<file path="src/shared/lmir_pkg.sv">
// constants, field layout and carrier types of the maintenance and interrupt-mask register group
// Overview of operation
// per channel 8-bit receive activate code, low 5-8 bits used, default 00001
// per channel 8-bit receive deactivate code, low 5-8 bits used, default 001001
// rising edge of violation-insert bit inserts exactly one bipolar violation
// rising edge of pattern-error-insert bit inserts exactly one pattern logic error
// excess-zero rule select: 0 picks ANSI, 1 picks FCC
// error source: 00 pattern, 01 excess zero, 10 code violation, 11 both
// report mode bit: 0 manual, 1 automatic
// rising edge of transfer bit copies count to result, then clears counter
// host writes transfer bit to 0 before the next manual transfer
// mask bit 0 enables, 1 masks; all masks reset to 1
// line mask bits 6..0: activate, deactivate, sync, clock loss, driver, alarm, loss
// error mask bits 7..4: DAC overflow, jitter over, jitter under, pattern error
// error mask bits 3..0: excess zeros, code errors, second timer, counter overflow
// each register repeats per channel at bases 0x00, 0x40, 0x80, 0xC0
// activate length field selects 5-8 bit code, reset 00
// deactivate length field selects 5-8 bit code, reset 01
// line edge select: 0 rising transition, 1 any transition of status
// interrupt output asserts only for set flags whose mask bit is 0
// automatic mode transfers and clears counter on each second-timer expiry
package lmir_pkg;
	localparam int         ADDR_W         = 8;
	localparam int         DATA_W         = 8;
	localparam int         CNT_W          = 16;
	localparam int         CH_LSB         = 6;
	localparam int         OFF_W          = 6;
	localparam logic [5:0] OFF_CODE_LEN   = 6'h0D;
	localparam logic [5:0] OFF_ACT_CODE   = 6'h0E;
	localparam logic [5:0] OFF_DEACT_CODE = 6'h0F;
	localparam logic [5:0] OFF_ERR_CTRL   = 6'h10;
	localparam logic [5:0] OFF_LINE_MASK  = 6'h11;
	localparam logic [5:0] OFF_ERR_MASK   = 6'h12;
	localparam logic [5:0] OFF_EDGE_SEL   = 6'h13;
	localparam logic [7:0] RST_ACT_CODE   = 8'h01;
	localparam logic [7:0] RST_DEACT_CODE = 8'h09;
	localparam logic [7:0] RST_CODE_LEN   = 8'h01;
	localparam logic [7:0] RST_ZERO       = 8'h00;
	localparam logic [7:0] RST_MASK       = 8'hFF;
	localparam logic [7:0] CTRL_WMASK     = 8'h7F;
	localparam logic [7:0] LEN_WMASK      = 8'h0F;
	localparam int         BIT_BIPOLAR_VIOLATION_INSERT    = 6;
	localparam int         BIT_PAT_INS    = 5;
	localparam int         BIT_EXZ_RULE   = 4;
	localparam int         BIT_SRC_LSB    = 2;
	localparam int         BIT_MODE       = 1;
	localparam int         BIT_XFER       = 0;
	localparam int         BIT_ALEN_LSB   = 2;
	localparam int         BIT_DLEN_LSB   = 0;
	localparam int         EV_PAT_ERR     = 4;
	localparam int         EV_EXZ         = 3;
	localparam int         EV_CV          = 2;
	localparam int         EV_TIMER       = 1;
	localparam int         EV_CNT_OVF     = 0;
	localparam logic [1:0] SRC_PATTERN    = 2'h0;
	localparam logic [1:0] SRC_EXZ        = 2'h1;
	localparam logic [1:0] SRC_CV         = 2'h2;
	localparam logic [1:0] SRC_BOTH       = 2'h3;
	localparam logic [CNT_W-1:0] CNT_MAX  = 16'hFFFF;

	// per channel inputs from the line logic and the status-register read side
	typedef struct packed {
		logic [7:0]  line_status;
		logic [7:0]  err_event;
		logic [15:0] flag_clear;
	} lmir_chan_in_s;

	// per channel settings and results handed to the line logic
	typedef struct packed {
		logic [7:0]       act_code;
		logic [1:0]       act_len;
		logic [7:0]       deact_code;
		logic [1:0]       deact_len;
		logic             exz_rule;
		logic [1:0]       err_src;
		logic             report_mode;
		logic             bpv_insert;
		logic             pat_err_insert;
		logic [CNT_W-1:0] count_result;
		logic [15:0]      flags;
		logic             irq;
	} lmir_chan_out_s;
endpackage
</file>
<file path="src/rtl/lmir_regs.sv">
// per channel maintenance, error counter and interrupt-mask register group
`timescale 1ns/100ps
`default_nettype none
module lmir_regs
	import lmir_pkg::*;
#(
	parameter int NCH = 4
) (
	// clock and reset
	input  wire logic                  mclk_i,
	input  wire logic                  rst_n_i,
	// control port
	input  wire logic [ADDR_W-1:0]     cpu_addr_i,
	input  wire logic                  cpu_wr_i,
	input  wire logic                  cpu_rd_i,
	input  wire logic [DATA_W-1:0]     cpu_wdata_i,
	output logic      [DATA_W-1:0]     cpu_rdata_o,
	// channel side
	input  wire lmir_chan_in_s [NCH-1:0] chan_i,
	output lmir_chan_out_s [NCH-1:0]   chan_o
);

	function automatic logic hit(input logic [ADDR_W-1:0] a, input int ch,
		input logic [OFF_W-1:0] off);
		hit = (a[ADDR_W-1:CH_LSB] == ch[ADDR_W-CH_LSB-1:0]) && (a[OFF_W-1:0] == off);
	endfunction

	logic [DATA_W-1:0] len_q   [NCH];
	logic [DATA_W-1:0] act_q   [NCH];
	logic [DATA_W-1:0] deact_q [NCH];
	logic [DATA_W-1:0] ctrl_q  [NCH];
	logic [DATA_W-1:0] prev_q  [NCH];
	logic [DATA_W-1:0] mask0_q [NCH];
	logic [DATA_W-1:0] mask1_q [NCH];
	logic [DATA_W-1:0] edge_q  [NCH];
	logic [7:0]        stat_q  [NCH];
	logic [15:0]       flag_q  [NCH];
	logic [CNT_W-1:0]  cnt_q   [NCH];
	logic [CNT_W-1:0]  res_q   [NCH];
	logic              bpv_q   [NCH];
	logic              pat_q   [NCH];
	logic [NCH-1:0]    xfer;
	logic [NCH-1:0]    ovf;
	logic [NCH-1:0]    irq;

	genvar c;
	generate
		for (c = 0; c < NCH; c++) begin : g_ch
			logic [1:0]  inc;
			logic [15:0] set;
			logic [7:0]  chg;

			// configuration registers
			always_ff @(posedge mclk_i) begin
				if (!rst_n_i) begin
					len_q[c]   <= RST_CODE_LEN;
					act_q[c]   <= RST_ACT_CODE;
					deact_q[c] <= RST_DEACT_CODE;
					ctrl_q[c]  <= RST_ZERO;
					mask0_q[c] <= RST_MASK;
					mask1_q[c] <= RST_MASK;
					edge_q[c]  <= RST_ZERO;
				end else if (cpu_wr_i) begin
					if (hit(cpu_addr_i, c, OFF_CODE_LEN))
						len_q[c] <= cpu_wdata_i & LEN_WMASK;
					if (hit(cpu_addr_i, c, OFF_ACT_CODE))
						act_q[c] <= cpu_wdata_i;
					if (hit(cpu_addr_i, c, OFF_DEACT_CODE))
						deact_q[c] <= cpu_wdata_i;
					if (hit(cpu_addr_i, c, OFF_ERR_CTRL))
						ctrl_q[c] <= cpu_wdata_i & CTRL_WMASK;
					if (hit(cpu_addr_i, c, OFF_LINE_MASK))
						mask0_q[c] <= cpu_wdata_i;
					if (hit(cpu_addr_i, c, OFF_ERR_MASK))
						mask1_q[c] <= cpu_wdata_i;
					if (hit(cpu_addr_i, c, OFF_EDGE_SEL))
						edge_q[c] <= cpu_wdata_i;
				end
			end

			// one-shot insert strobes, only a fresh 0-to-1 of the control bit fires
			always_ff @(posedge mclk_i) begin
				if (!rst_n_i) begin
					prev_q[c] <= RST_ZERO;
					bpv_q[c]  <= 1'b0;
					pat_q[c]  <= 1'b0;
				end else begin
					prev_q[c] <= ctrl_q[c];
					bpv_q[c]  <= ctrl_q[c][BIT_BIPOLAR_VIOLATION_INSERT] & ~prev_q[c][BIT_BIPOLAR_VIOLATION_INSERT];
					pat_q[c]  <= ctrl_q[c][BIT_PAT_INS] & ~prev_q[c][BIT_PAT_INS];
				end
			end

			// manual edge relies on the host clearing the bit between requests
			assign xfer[c] = (ctrl_q[c][BIT_XFER] & ~prev_q[c][BIT_XFER])
				| (ctrl_q[c][BIT_MODE] & chan_i[c].err_event[EV_TIMER]);

			always_comb begin
				inc = 2'h0;
				case (ctrl_q[c][BIT_SRC_LSB +: 2])
					SRC_PATTERN: inc = {1'b0, chan_i[c].err_event[EV_PAT_ERR]};
					SRC_EXZ:     inc = {1'b0, chan_i[c].err_event[EV_EXZ]};
					SRC_CV:      inc = {1'b0, chan_i[c].err_event[EV_CV]};
					SRC_BOTH:    inc = 2'(chan_i[c].err_event[EV_CV])
						+ 2'(chan_i[c].err_event[EV_EXZ]);
					default:     inc = 2'h0;
				endcase
			end
			assign ovf[c] = (inc != 2'h0) && (cnt_q[c] > CNT_MAX - CNT_W'(inc));

			// error counter: saturates so an overflowed count never looks small
			always_ff @(posedge mclk_i) begin
				if (!rst_n_i) begin
					cnt_q[c] <= '0;
					res_q[c] <= '0;
				end else if (xfer[c]) begin
					res_q[c] <= cnt_q[c];
					cnt_q[c] <= '0;
				end else if (ovf[c]) begin
					cnt_q[c] <= CNT_MAX;
				end else begin
					cnt_q[c] <= cnt_q[c] + CNT_W'(inc);
				end
			end

			// sticky event flags: a set in the clear cycle wins
			assign chg = (chan_i[c].line_status & ~stat_q[c])
				| (edge_q[c] & ~chan_i[c].line_status & stat_q[c]);
			assign set = {chg, chan_i[c].err_event | {7'h00, ovf[c]}};
			always_ff @(posedge mclk_i) begin
				if (!rst_n_i) begin
					stat_q[c] <= RST_ZERO;
					flag_q[c] <= '0;
				end else begin
					stat_q[c] <= chan_i[c].line_status;
					flag_q[c] <= (flag_q[c] & ~chan_i[c].flag_clear) | set;
				end
			end
			assign irq[c] = |(flag_q[c] & ~{mask0_q[c], mask1_q[c]});

			always_comb begin
				chan_o[c].act_code       = act_q[c];
				chan_o[c].act_len        = len_q[c][BIT_ALEN_LSB +: 2];
				chan_o[c].deact_code     = deact_q[c];
				chan_o[c].deact_len      = len_q[c][BIT_DLEN_LSB +: 2];
				chan_o[c].exz_rule       = ctrl_q[c][BIT_EXZ_RULE];
				chan_o[c].err_src        = ctrl_q[c][BIT_SRC_LSB +: 2];
				chan_o[c].report_mode    = ctrl_q[c][BIT_MODE];
				chan_o[c].bpv_insert     = bpv_q[c];
				chan_o[c].pat_err_insert = pat_q[c];
				chan_o[c].count_result   = res_q[c];
				chan_o[c].flags          = flag_q[c];
				chan_o[c].irq            = irq[c];
			end

		end
	endgenerate

	// readback; a read of any other offset answers zero
	always_ff @(posedge mclk_i) begin
		if (!rst_n_i) begin
			cpu_rdata_o <= RST_ZERO;
		end else if (cpu_rd_i) begin
			cpu_rdata_o <= RST_ZERO;
			for (int i = 0; i < NCH; i++) begin
				if (hit(cpu_addr_i, i, OFF_CODE_LEN))   cpu_rdata_o <= len_q[i];
				if (hit(cpu_addr_i, i, OFF_ACT_CODE))   cpu_rdata_o <= act_q[i];
				if (hit(cpu_addr_i, i, OFF_DEACT_CODE)) cpu_rdata_o <= deact_q[i];
				if (hit(cpu_addr_i, i, OFF_ERR_CTRL))   cpu_rdata_o <= ctrl_q[i];
				if (hit(cpu_addr_i, i, OFF_LINE_MASK))  cpu_rdata_o <= mask0_q[i];
				if (hit(cpu_addr_i, i, OFF_ERR_MASK))   cpu_rdata_o <= mask1_q[i];
				if (hit(cpu_addr_i, i, OFF_EDGE_SEL))   cpu_rdata_o <= edge_q[i];
			end
		end
	end
endmodule
`default_nettype wire

</file>
<file path="config.mk">
export PLATFORM = sky130hd
export DESIGN_NAME = lmir_regs
export DESIGN_NICKNAME = d
export VERILOG_FILES = /design/src/shared/lmir_pkg.sv /design/src/rtl/lmir_regs.sv
export SDC_FILE = /design/constraint.sdc
export NUM_CORES = 1
export LEC_CHECK = 0
export ABC_AREA = 1
export BUFFER_PORTS_ARGS = -buffer_cell sky130_fd_sc_hd__buf_2
export CAP_MARGIN = 20
export CORE_MARGIN = 8
export CORE_UTILIZATION = 57
export DETAILED_ROUTE_END_ITERATION = 8
export HOLD_SLACK_MARGIN = 0.1
export PLACE_DENSITY = 0.83
export SYNTH_ARGS = -nofsm -noshare
export SYNTH_HDL_FRONTEND = slang
export SYNTH_SLANG_ARGS = --single-unit
</file>
<file path="constraint.sdc">
create_clock -name mclk_i -period 5.2 [get_ports mclk_i]
set_clock_uncertainty 0.1 [all_clocks]
set_input_delay 0 -clock mclk_i [delete_from_list [all_inputs] [get_ports mclk_i]]
set_output_delay 0 -clock mclk_i [all_outputs]
set_load 0.01 [all_outputs]
</file>
==> results.md, run 1 <==
* Routed wire length at 72800 um
* Setup repair after global routing missed its margin: false
* Number of levels the H-tree was split into at 2
* Violation count after the first detailed-route iteration at 2078
* Slowest cell on the critical path: sky130_fd_sc_hd__edfxtp_1
* Routability congestion estimate at 0.932
* Total global routing overflow at 0
* Via density at 5.61
* CTS hold repair buffers at 194
* Count of distinct cell types in the synthesized netlist at 52
* Total negative slack for setup checks at 0 ns
* DIE AREA at 43100 um^2
* Pin count of the biggest net entering global routing at 75
* Leakage power at 12.0 nW
* Crit path kind: register to register
* Register area share after synthesis at 59.2%
* Initial antenna violation count at 7
* Cell chain of the critical path: inv_1 > nand2_1 > nand2_1 > o21ai_0 > a32oi_1 > ha_1 > a21oi_1 > nor2_1 > inv_1 > nor2_1 > inv_1 > nor3_1 > inv_1 > nor3_1 > nand3_1 > xor2_1 > a21oi_1
* Clock buffer count from CTS at 47
* CP Max Fanout at 5
* Slew at the pin closest to its max-slew limit at 1.16 ns
* Number of detailed-route iterations in the first pass at 6
* Share of Yosys cell area claimed by the top area cell type at 46.7%
* Root buffer cell: sky130_fd_sc_hd__clkbuf_16
* Worst path most repeated cell: sky130_fd_sc_hd__inv_1
* Max_cap viols at 0
* Max transition margin at 22.0%
* CTS tree: yes
* Worst min path class: input pin to register
* Largest area contributor in the netlist: sky130_fd_sc_hd__edfxtp_1
* Core Rows at 70
* Share of the clock period used by the worst path after layout at 65.9%
* Achievable frequency at 0.292 GHz
* Clock transition at the registers of the reported paths at 0.07 ns
* Post-Synthesis Cells at 2330
* Category of the worst setup path capture point: register
* Floorplan core area at 36300 um^2
* Minimum period implied by the final worst setup slack at 3.43 ns
* Synth top area cells: sky130_fd_sc_hd__edfxtp_1, sky130_fd_sc_hd__dfxtp_1, sky130_fd_sc_hd__nand2_1
* Total setup buffers inserted after CTS at 0
* Clk Latency, worst-skew pair at 0.57 ns
* Sequential fraction of design power at 49.4%
* Max-slew violation count at 0
* Power per cell area at 318 nW/um^2
* Post-layout instance area at 27000 um^2
* Die height at 208 um
* P_sw at 2.11 mW
* Die width at 208 um
* Post-synthesis cell area at 20900 um^2
* Required time at the endpoint of the critical path at 5.39 ns
* Average size of a mapped cell at 8.98 um^2
* Status: complete, no violations
* Total vias in the final route at 19.5k
* Number of global-route vias before repair at 19.7k
* TritonCTS Sinks at 456
* Delay contributed by the slowest stage of the critical path at 0.46 ns
* Clock buffer depth at 3
* Initial cell density of the core at 57.5%
* Total number of nets in the final design at 3139
* DR DRC count at 0
* Setup Viol. Count Final at 0
* Flip-flop cell with the highest count after synthesis: sky130_fd_sc_hd__edfxtp_1
* Input/output buffers at 391
* Yosys synthesis warning count at 0
* Startpoint types: register
* Area Overhead vs Synth at 29.0%
* Power share of the combinational group at 10.4%
* Worst ir drop on vdd at 0.301 mV
* Count of flip-flops with a built-in enable after synthesis at 325
* Proportion of power drawn by the clock network at 40.2%
* First-pass GRT wire length at 110000 um
* Crit path DAT at 3.62 ns
* Half-perimeter wire length of the detailed placement result at 48000 um
* Asr flop ratio synth at 0%
* CTS-repair resized insts at 0
* Final count of hold timing violations at 0
* Drt wl/cell at 20.9 um
* Cell Area, Placed at 23400 um^2
* Switch share at 24.6%
* Post-DRT Antenna Nets at 0
* Global router's overall resource usage at 32.7%
* Ratio of cells with drive above 1 in the final layout at 18.5%
* Internal at 6.47 mW
* FF+latch count, synth at 456
* # IOs at 392
## through the flow
| step | instances | power (mW) | hold WS [ns] | setup slack (ns) | utilization (%) |
|---|---|---|---|---|---|
| finish | 3484 | 8.58 | 0.117 | 1.77 | 74.2 |
| detailed placement | 3181 | 5.03 | 0.114 | 1.85 | 64.3 |
| global placement | 3181 | 5.00 | 0.105 | 1.92 | 64.3 |
| CTS | 3462 | 8.53 | 0.101 | 1.82 | 73.9 |
| global route | 3484 | 8.81 | 0.134 | 1.35 | 74.2 |
| floorplan | 2393 | 4.65 | -0.00237 | 2.39 | - |
## kinds of logic after synthesis
group                      share of synthesized area [%]
and+or+nand+nor                                     21.5
buffers and inverters                               8.91
DFF                                                 59.2
AOI/OAI and AO/OA                                   7.60
xor gates and xnor gates                            1.42
adders and majority gates                           1.34
other                                             0.0179
## sequential cells by signal (all words and copies together), names as in the netlist
name and flops:
res_q 64, flag_q 64, act_q 32, deact_q 32, edge_q 32, bpv_q 4, ctrl_q 28, mask0_q 32
cnt_q 64, mask1_q 32, stat_q 32, pat_q 4, cpu_rdata_o 8, prev_q 12, len_q 16
## power by group through the flow
stage / clock [mW] / sequential [mW] / combinational (mW)
2_1_floorplan: 0 / 4.31 / 0.344
3_3_place_gp: 0 / 4.30 / 0.705
3_5_place_dp: 0 / 4.31 / 0.722
4_1_cts: 3.45 / 4.23 / 0.848
5_1_grt: 3.59 / 4.25 / 0.960
6_report: 3.45 / 4.24 / 0.893
## layer usage
metal  part of all wire [%]  GRT usage (%)  wire length [um]  vias to the layer above
li1                       -              -                 -                     8743
met3                     13           9.60              9140                      333
met1                     35           37.9             25300                     9012
met4                    6.7           21.8              4910                        0
met2                     46           52.4             33400                     1452
met5                      0              0                 0                        -
## worst max-delay path: cells and delay by family (launching register included)
kind | cells | cell delay (ns)
fa+ha+maj | 1 | 0.27
compound gates | 4 | 0.71
buf+inv | 4 | 0.36
flops | 1 | 0.46
xor+xnor | 1 | 0.16
simple gates | 7 | 1.08
## cells in the mapped netlist, types with 6 or more instances
master,instances
sky130_fd_sc_hd__nor3_1,25
sky130_fd_sc_hd__nand3_1,54
sky130_fd_sc_hd__a31oi_1,47
sky130_fd_sc_hd__o22ai_1,14
sky130_fd_sc_hd__a21oi_1,103
sky130_fd_sc_hd__xor2_1,34
sky130_fd_sc_hd__nor2_2,7
sky130_fd_sc_hd__nor4_1,12
sky130_fd_sc_hd__clkbuf_1,47
sky130_fd_sc_hd__or2_2,25
sky130_fd_sc_hd__inv_2,18
sky130_fd_sc_hd__dfxtp_1,131
sky130_fd_sc_hd__inv_1,373
sky130_fd_sc_hd__buf_1,6
sky130_fd_sc_hd__o21ai_0,72
sky130_fd_sc_hd__ha_1,16
sky130_fd_sc_hd__buf_4,25
sky130_fd_sc_hd__edfxtp_1,325
sky130_fd_sc_hd__nand4_1,37
sky130_fd_sc_hd__or2_0,7
sky130_fd_sc_hd__o21ai_1,9
sky130_fd_sc_hd__nand2_1,488
sky130_fd_sc_hd__nor2_1,390
## layout by cell type (no fill, tap or decap), drive strengths merged, types with 2 or more instances in the layout
cell	n
o31ai	2
a31oi	47
dlygate4sd3	194
fa	4
xor2	34
nor4	12
nand3	57
dfxtp	131
o211ai	2
o2111ai	3
bufinv	5
nand2	495
a211oi	2
diode	7
nor2	406
clkinvlp	3
a221oi	5
ha	16
a31o	2
edfxtp	325
or2	33
clkbuf	69
o21ai	82
nand3b	2
a32oi	4
a21oi	104
conb	64
o21bai	5
buf	409
nand4	37
inv	391
nor3	26
a22oi	3
clkinv	16
o22ai	14
## path summary, 6_finish.rpt
path                            slack (ns)  cells after the start           end         start
worst max register to register        1.77                     17  cnt_q[0][31]  ctrl_q[1][3]
worst max-delay path                  1.77                     17  cnt_q[0][31]  ctrl_q[1][3]
worst min-delay path                  0.12                      4  stat_q[1][1]    chan_i[89]
worst min register to register        0.28                      1      pat_q[0]  prev_q[0][5]
## layout make-up
class / instances / area [um^2]
Sequential cell: 456 / 12400
Clock inverter: 23 / 238
Antenna cell: 7 / 17.5
Clock buffer: 64 / 1320
Inverter: 392 / 1470
Multi-Input combinational cell: 1466 / 6910
Timing Repair Buffer: 608 / 4050
Tap cell: 468 / 586
Fill cell: 2462 / 9380
No activity file was read; power rests on OpenSTA's default activity.
==> run 2, diff against run 1 <==
--- a/config.mk
+++ b/config.mk
@@ -9,10 +9,10 @@
 export BUFFER_PORTS_ARGS = -buffer_cell sky130_fd_sc_hd__buf_2
 export CAP_MARGIN = 20
 export CORE_MARGIN = 8
-export CORE_UTILIZATION = 57
+export CORE_UTILIZATION = 51
 export DETAILED_ROUTE_END_ITERATION = 8
 export HOLD_SLACK_MARGIN = 0.1
-export PLACE_DENSITY = 0.83
+export PLACE_DENSITY = 0.78
 export SYNTH_ARGS = -nofsm -noshare
 export SYNTH_HDL_FRONTEND = slang
 export SYNTH_SLANG_ARGS = --single-unit
==> constraint.sdc (replaced) <==
create_clock -name mclk_i -period 2.9 [get_ports mclk_i]
set_clock_uncertainty 0.1 [all_clocks]
set_input_delay 0 -clock mclk_i [delete_from_list [all_inputs] [get_ports mclk_i]]
set_output_delay 0 -clock mclk_i [all_outputs]
set_load 0.01 [all_outputs]
==> results.md, run 2 (synthesis gave the netlist of run 1 again) <==
* Status: complete, no violations
* Required time at the endpoint of the critical path at 3.10 ns (-2.29 ns)
* Total global routing overflow at 0 (unchanged)
* Delay contributed by the slowest stage of the critical path at 0.38 ns (-0.08 ns)
* Power per cell area at 552 nW/um^2 (+73%)
* # IOs at 392 (unchanged)
* Die height at 219 um (+5.3%)
* Area occupied by multi-input gates at 7200 um^2 (+4.2%)
* Ratio of cells with drive above 1 in the final layout at 22.8% (+4.3 points)
* Max transition margin at 23.6% (+1.6 points)
* Setup Viol. Count Final at 0 (unchanged)
* Worst ir drop on vdd at 0.554 mV (+84%)
* Achievable frequency at 0.350 GHz (+20%)
* TritonCTS Sinks at 456 (unchanged)
* Post-layout instance count excluding filler cells at 3627 (+4.1%)
* Crit path kind: register to register
* Number of levels the H-tree was split into at 2 (unchanged)
* Cell Area, Placed at 23900 um^2 (+2.4%)
* Minimum period implied by the final worst setup slack at 2.86 ns (-0.571 ns)
* Floorplan core area at 40600 um^2 (+12%)
* Total number of nets in the final design at 3216 (+2.5%)
* Area taken by flip-flops and latches at 12400 um^2 (about the same)
* Register-to-Register Setup Slack at 0.04 ns (-1.73 ns)
* Core Rows at 74 (+5.7%)
* Final count of hold timing violations at 0 (unchanged)
* Leakage power at 12.5 nW (+3.9%)
* Startpoint of the worst hold path: chan_i[6]
* Category of the worst setup path capture point: register
* Final-layout fill cell count at 2913 (+18%)
* Cell chain of the critical path: buf_4 > nand2_1 > nor2_1 > ha_1 > a21oi_2 > nor2_2 > inv_1 > nor2_2 > inv_2 > nor3_4 > inv_2 > nor3_2 > nand3_1 > xor2_1 > a21oi_1
* CTS tree: yes
* Die width at 219 um (+5.3%)
* R2R cell count at 15 (-2)
* Count of buffering cells on the critical path with inverters included at 4 (unchanged)
* Root buffer cell: sky130_fd_sc_hd__clkbuf_16
* Destination of the worst register-to-register timing path: cnt_q[0][31]
* Terminating pin of the worst hold path: flag_q[0][6]
* Via density at 5.38 (-4.0%)
* Worst reg2reg path startpoint: ctrl_q[1][3]
* Input/output buffers at 391 (unchanged)
* Setup repair after global routing missed its margin: true
* Clock buffer count from CTS at 47 (unchanged)
* Routability congestion estimate at 0.977 (+4.8%)
* Number of detailed-route iterations in the first pass at 6 (unchanged)
* Startpoint types: register
* Clk Latency, worst-skew pair at 0.58 ns (about the same)
* Violation count after the first detailed-route iteration at 1943 (-6.5%)
* Setup Slack @ Placement at -0.0992 ns (-1.95 ns)
* Slew at the pin closest to its max-slew limit at 1.13 ns (-0.0239 ns)
* Worst min path class: input pin to register
* Post-DRT Antenna Nets at 0 (unchanged)
* CP Max Fanout at 4 (-1)
* First-pass GRT wire length at 110000 um (-0.13%)
* Initial cell density of the core at 51.5% (-6.1 points)
* Initial antenna violation count at 7 (unchanged)
* Routed wire length at 74300 um (+2.1%)
* Number of instances in the placed design at 3307 (+4.0%)
* Crit path DAT at 3.05 ns (-0.57 ns)
* PnR worst setup slack at 0.0444 ns (-1.73 ns)
* DIE AREA at 47700 um^2 (+11%)
* Number of global-route vias before repair at 19.7k (-0.34%)
* Slowest cell on the critical path: sky130_fd_sc_hd__nor2_1
* Global router's overall resource usage at 29.9% (-2.8 points)
* Largest delay contributor family on the critical path: simple AND/OR/NAND/NOR gates
* Clock buffer depth at 3 (unchanged)
* Commonest non-fill, non-tap cells in the layout: sky130_fd_sc_hd__nand2_1, sky130_fd_sc_hd__buf_2, sky130_fd_sc_hd__nor2_1
* Max_cap viols at 0 (unchanged)
* Biggest regs: cnt_q (64), flag_q (64), res_q (64)
* Drt wl/cell at 20.5 um (-1.9%)
* Total vias in the final route at 19.5k (-0.082%)
* Pin count of the biggest net entering global routing at 76 (+1.3%)
* Area Overhead vs Synth at 33.8%
* Worst setup path start: ctrl_q[1][3]
* Post-layout instance area at 28000 um^2 (+3.8%)
* Half-perimeter wire length of the detailed placement result at 49300 um (+2.7%)
* Worst Hold Depth at 5 (+1)
* Max-slew violation count at 0 (unchanged)
* Share of the clock period used by the worst path after layout at 98.5% (+33 points)
* Clock transition at the registers of the reported paths at 0.07 ns (about the same)
* DR DRC count at 0 (unchanged)
* Most common cell after layout, fill and taps aside: sky130_fd_sc_hd__nand2_1
run 2: cell types whose count changed in the layout (fill, tap and decap cells not counted), sizes merged:
cell / delta
dlygate4sd3: +7
bufinv: -3
buf: +71
clkinv: -1
diode: +2
clkbuf: +4
clkinvlp: -1
run 2: cell type report:
type                            count  share of cell area, %
Sequential cell                   456                   44.3
Multi-Input combinational cell   1466                   25.7
Timing Repair Buffer              685                   16.7
Inverter                          392                   5.26
Clock buffer                       69                   5.05
Tap cell                          532                   2.38
Clock inverter                     18                  0.550
Antenna cell                        9                 0.0805
run 2: metal layers:
metal	routed length [um]	vias to the layer above	track usage [%]
met2	35200	1294	49.4
li1	-	8885	-
met4	4000	0	14.6
met5	0	-	0
met3	8420	303	8.34
met1	26700	9042	35.7
run 2: worst max path at each step:
stage	endpoint	slack [ns]	depth (start not counted)
after global routing	cnt_q[0][31]	-0.11	18
after detailed placement	cnt_q[1][30]	-0.1	14
after global placement	cnt_q[1][14]	-0.03	13
after CTS	cnt_q[1][14]	-0.002	13
after floorplan	cnt_q[1][14]	0.09	13
final	cnt_q[0][31]	0.04	15
run 2: metrics by stage:
stage / total power [mW] / util, % / hold slack, ns / TNS [ns]
2_1_floorplan: 8.35 / - / -0.00237 / 0
3_3_place_gp: 9.01 / 58.8 / 0.104 / -0.0321
3_5_place_dp: 9.06 / 58.8 / 0.113 / -0.323
4_1_cts: 15.4 / 67.8 / 0.102 / -0.00167
5_1_grt: 15.9 / 68.8 / 0.155 / -0.892
6_report: 15.4 / 68.9 / 0.141 / 0
run 2: worst min-delay path: cells and delay by family:
family                 cells  cell delay (ns)
buffers and inverters      2             0.63
and+or+nand+nor            3             0.16
run 2: timing repair:
| action | CTS | global route |
|---|---|---|
| hold endpoints to repair | 328 | 20 |
| pin swaps | 3 | 22 |
| setup endpoints to repair | 10 | 55 |
| hold buffers | 200 | 1 |
| setup buffers | 2 | 11 |
| gates cloned | 0 | 0 |
| gates resized for setup | 12 | 78 |
run 2: where the power goes:
| part | internal (mW) | switching, mW |
|---|---|---|
| clock | 3.57 | 2.60 |
| combinational | 0.653 | 1.02 |
| sequential | 7.35 | 0.257 |
| total | 11.6 | 3.87 |
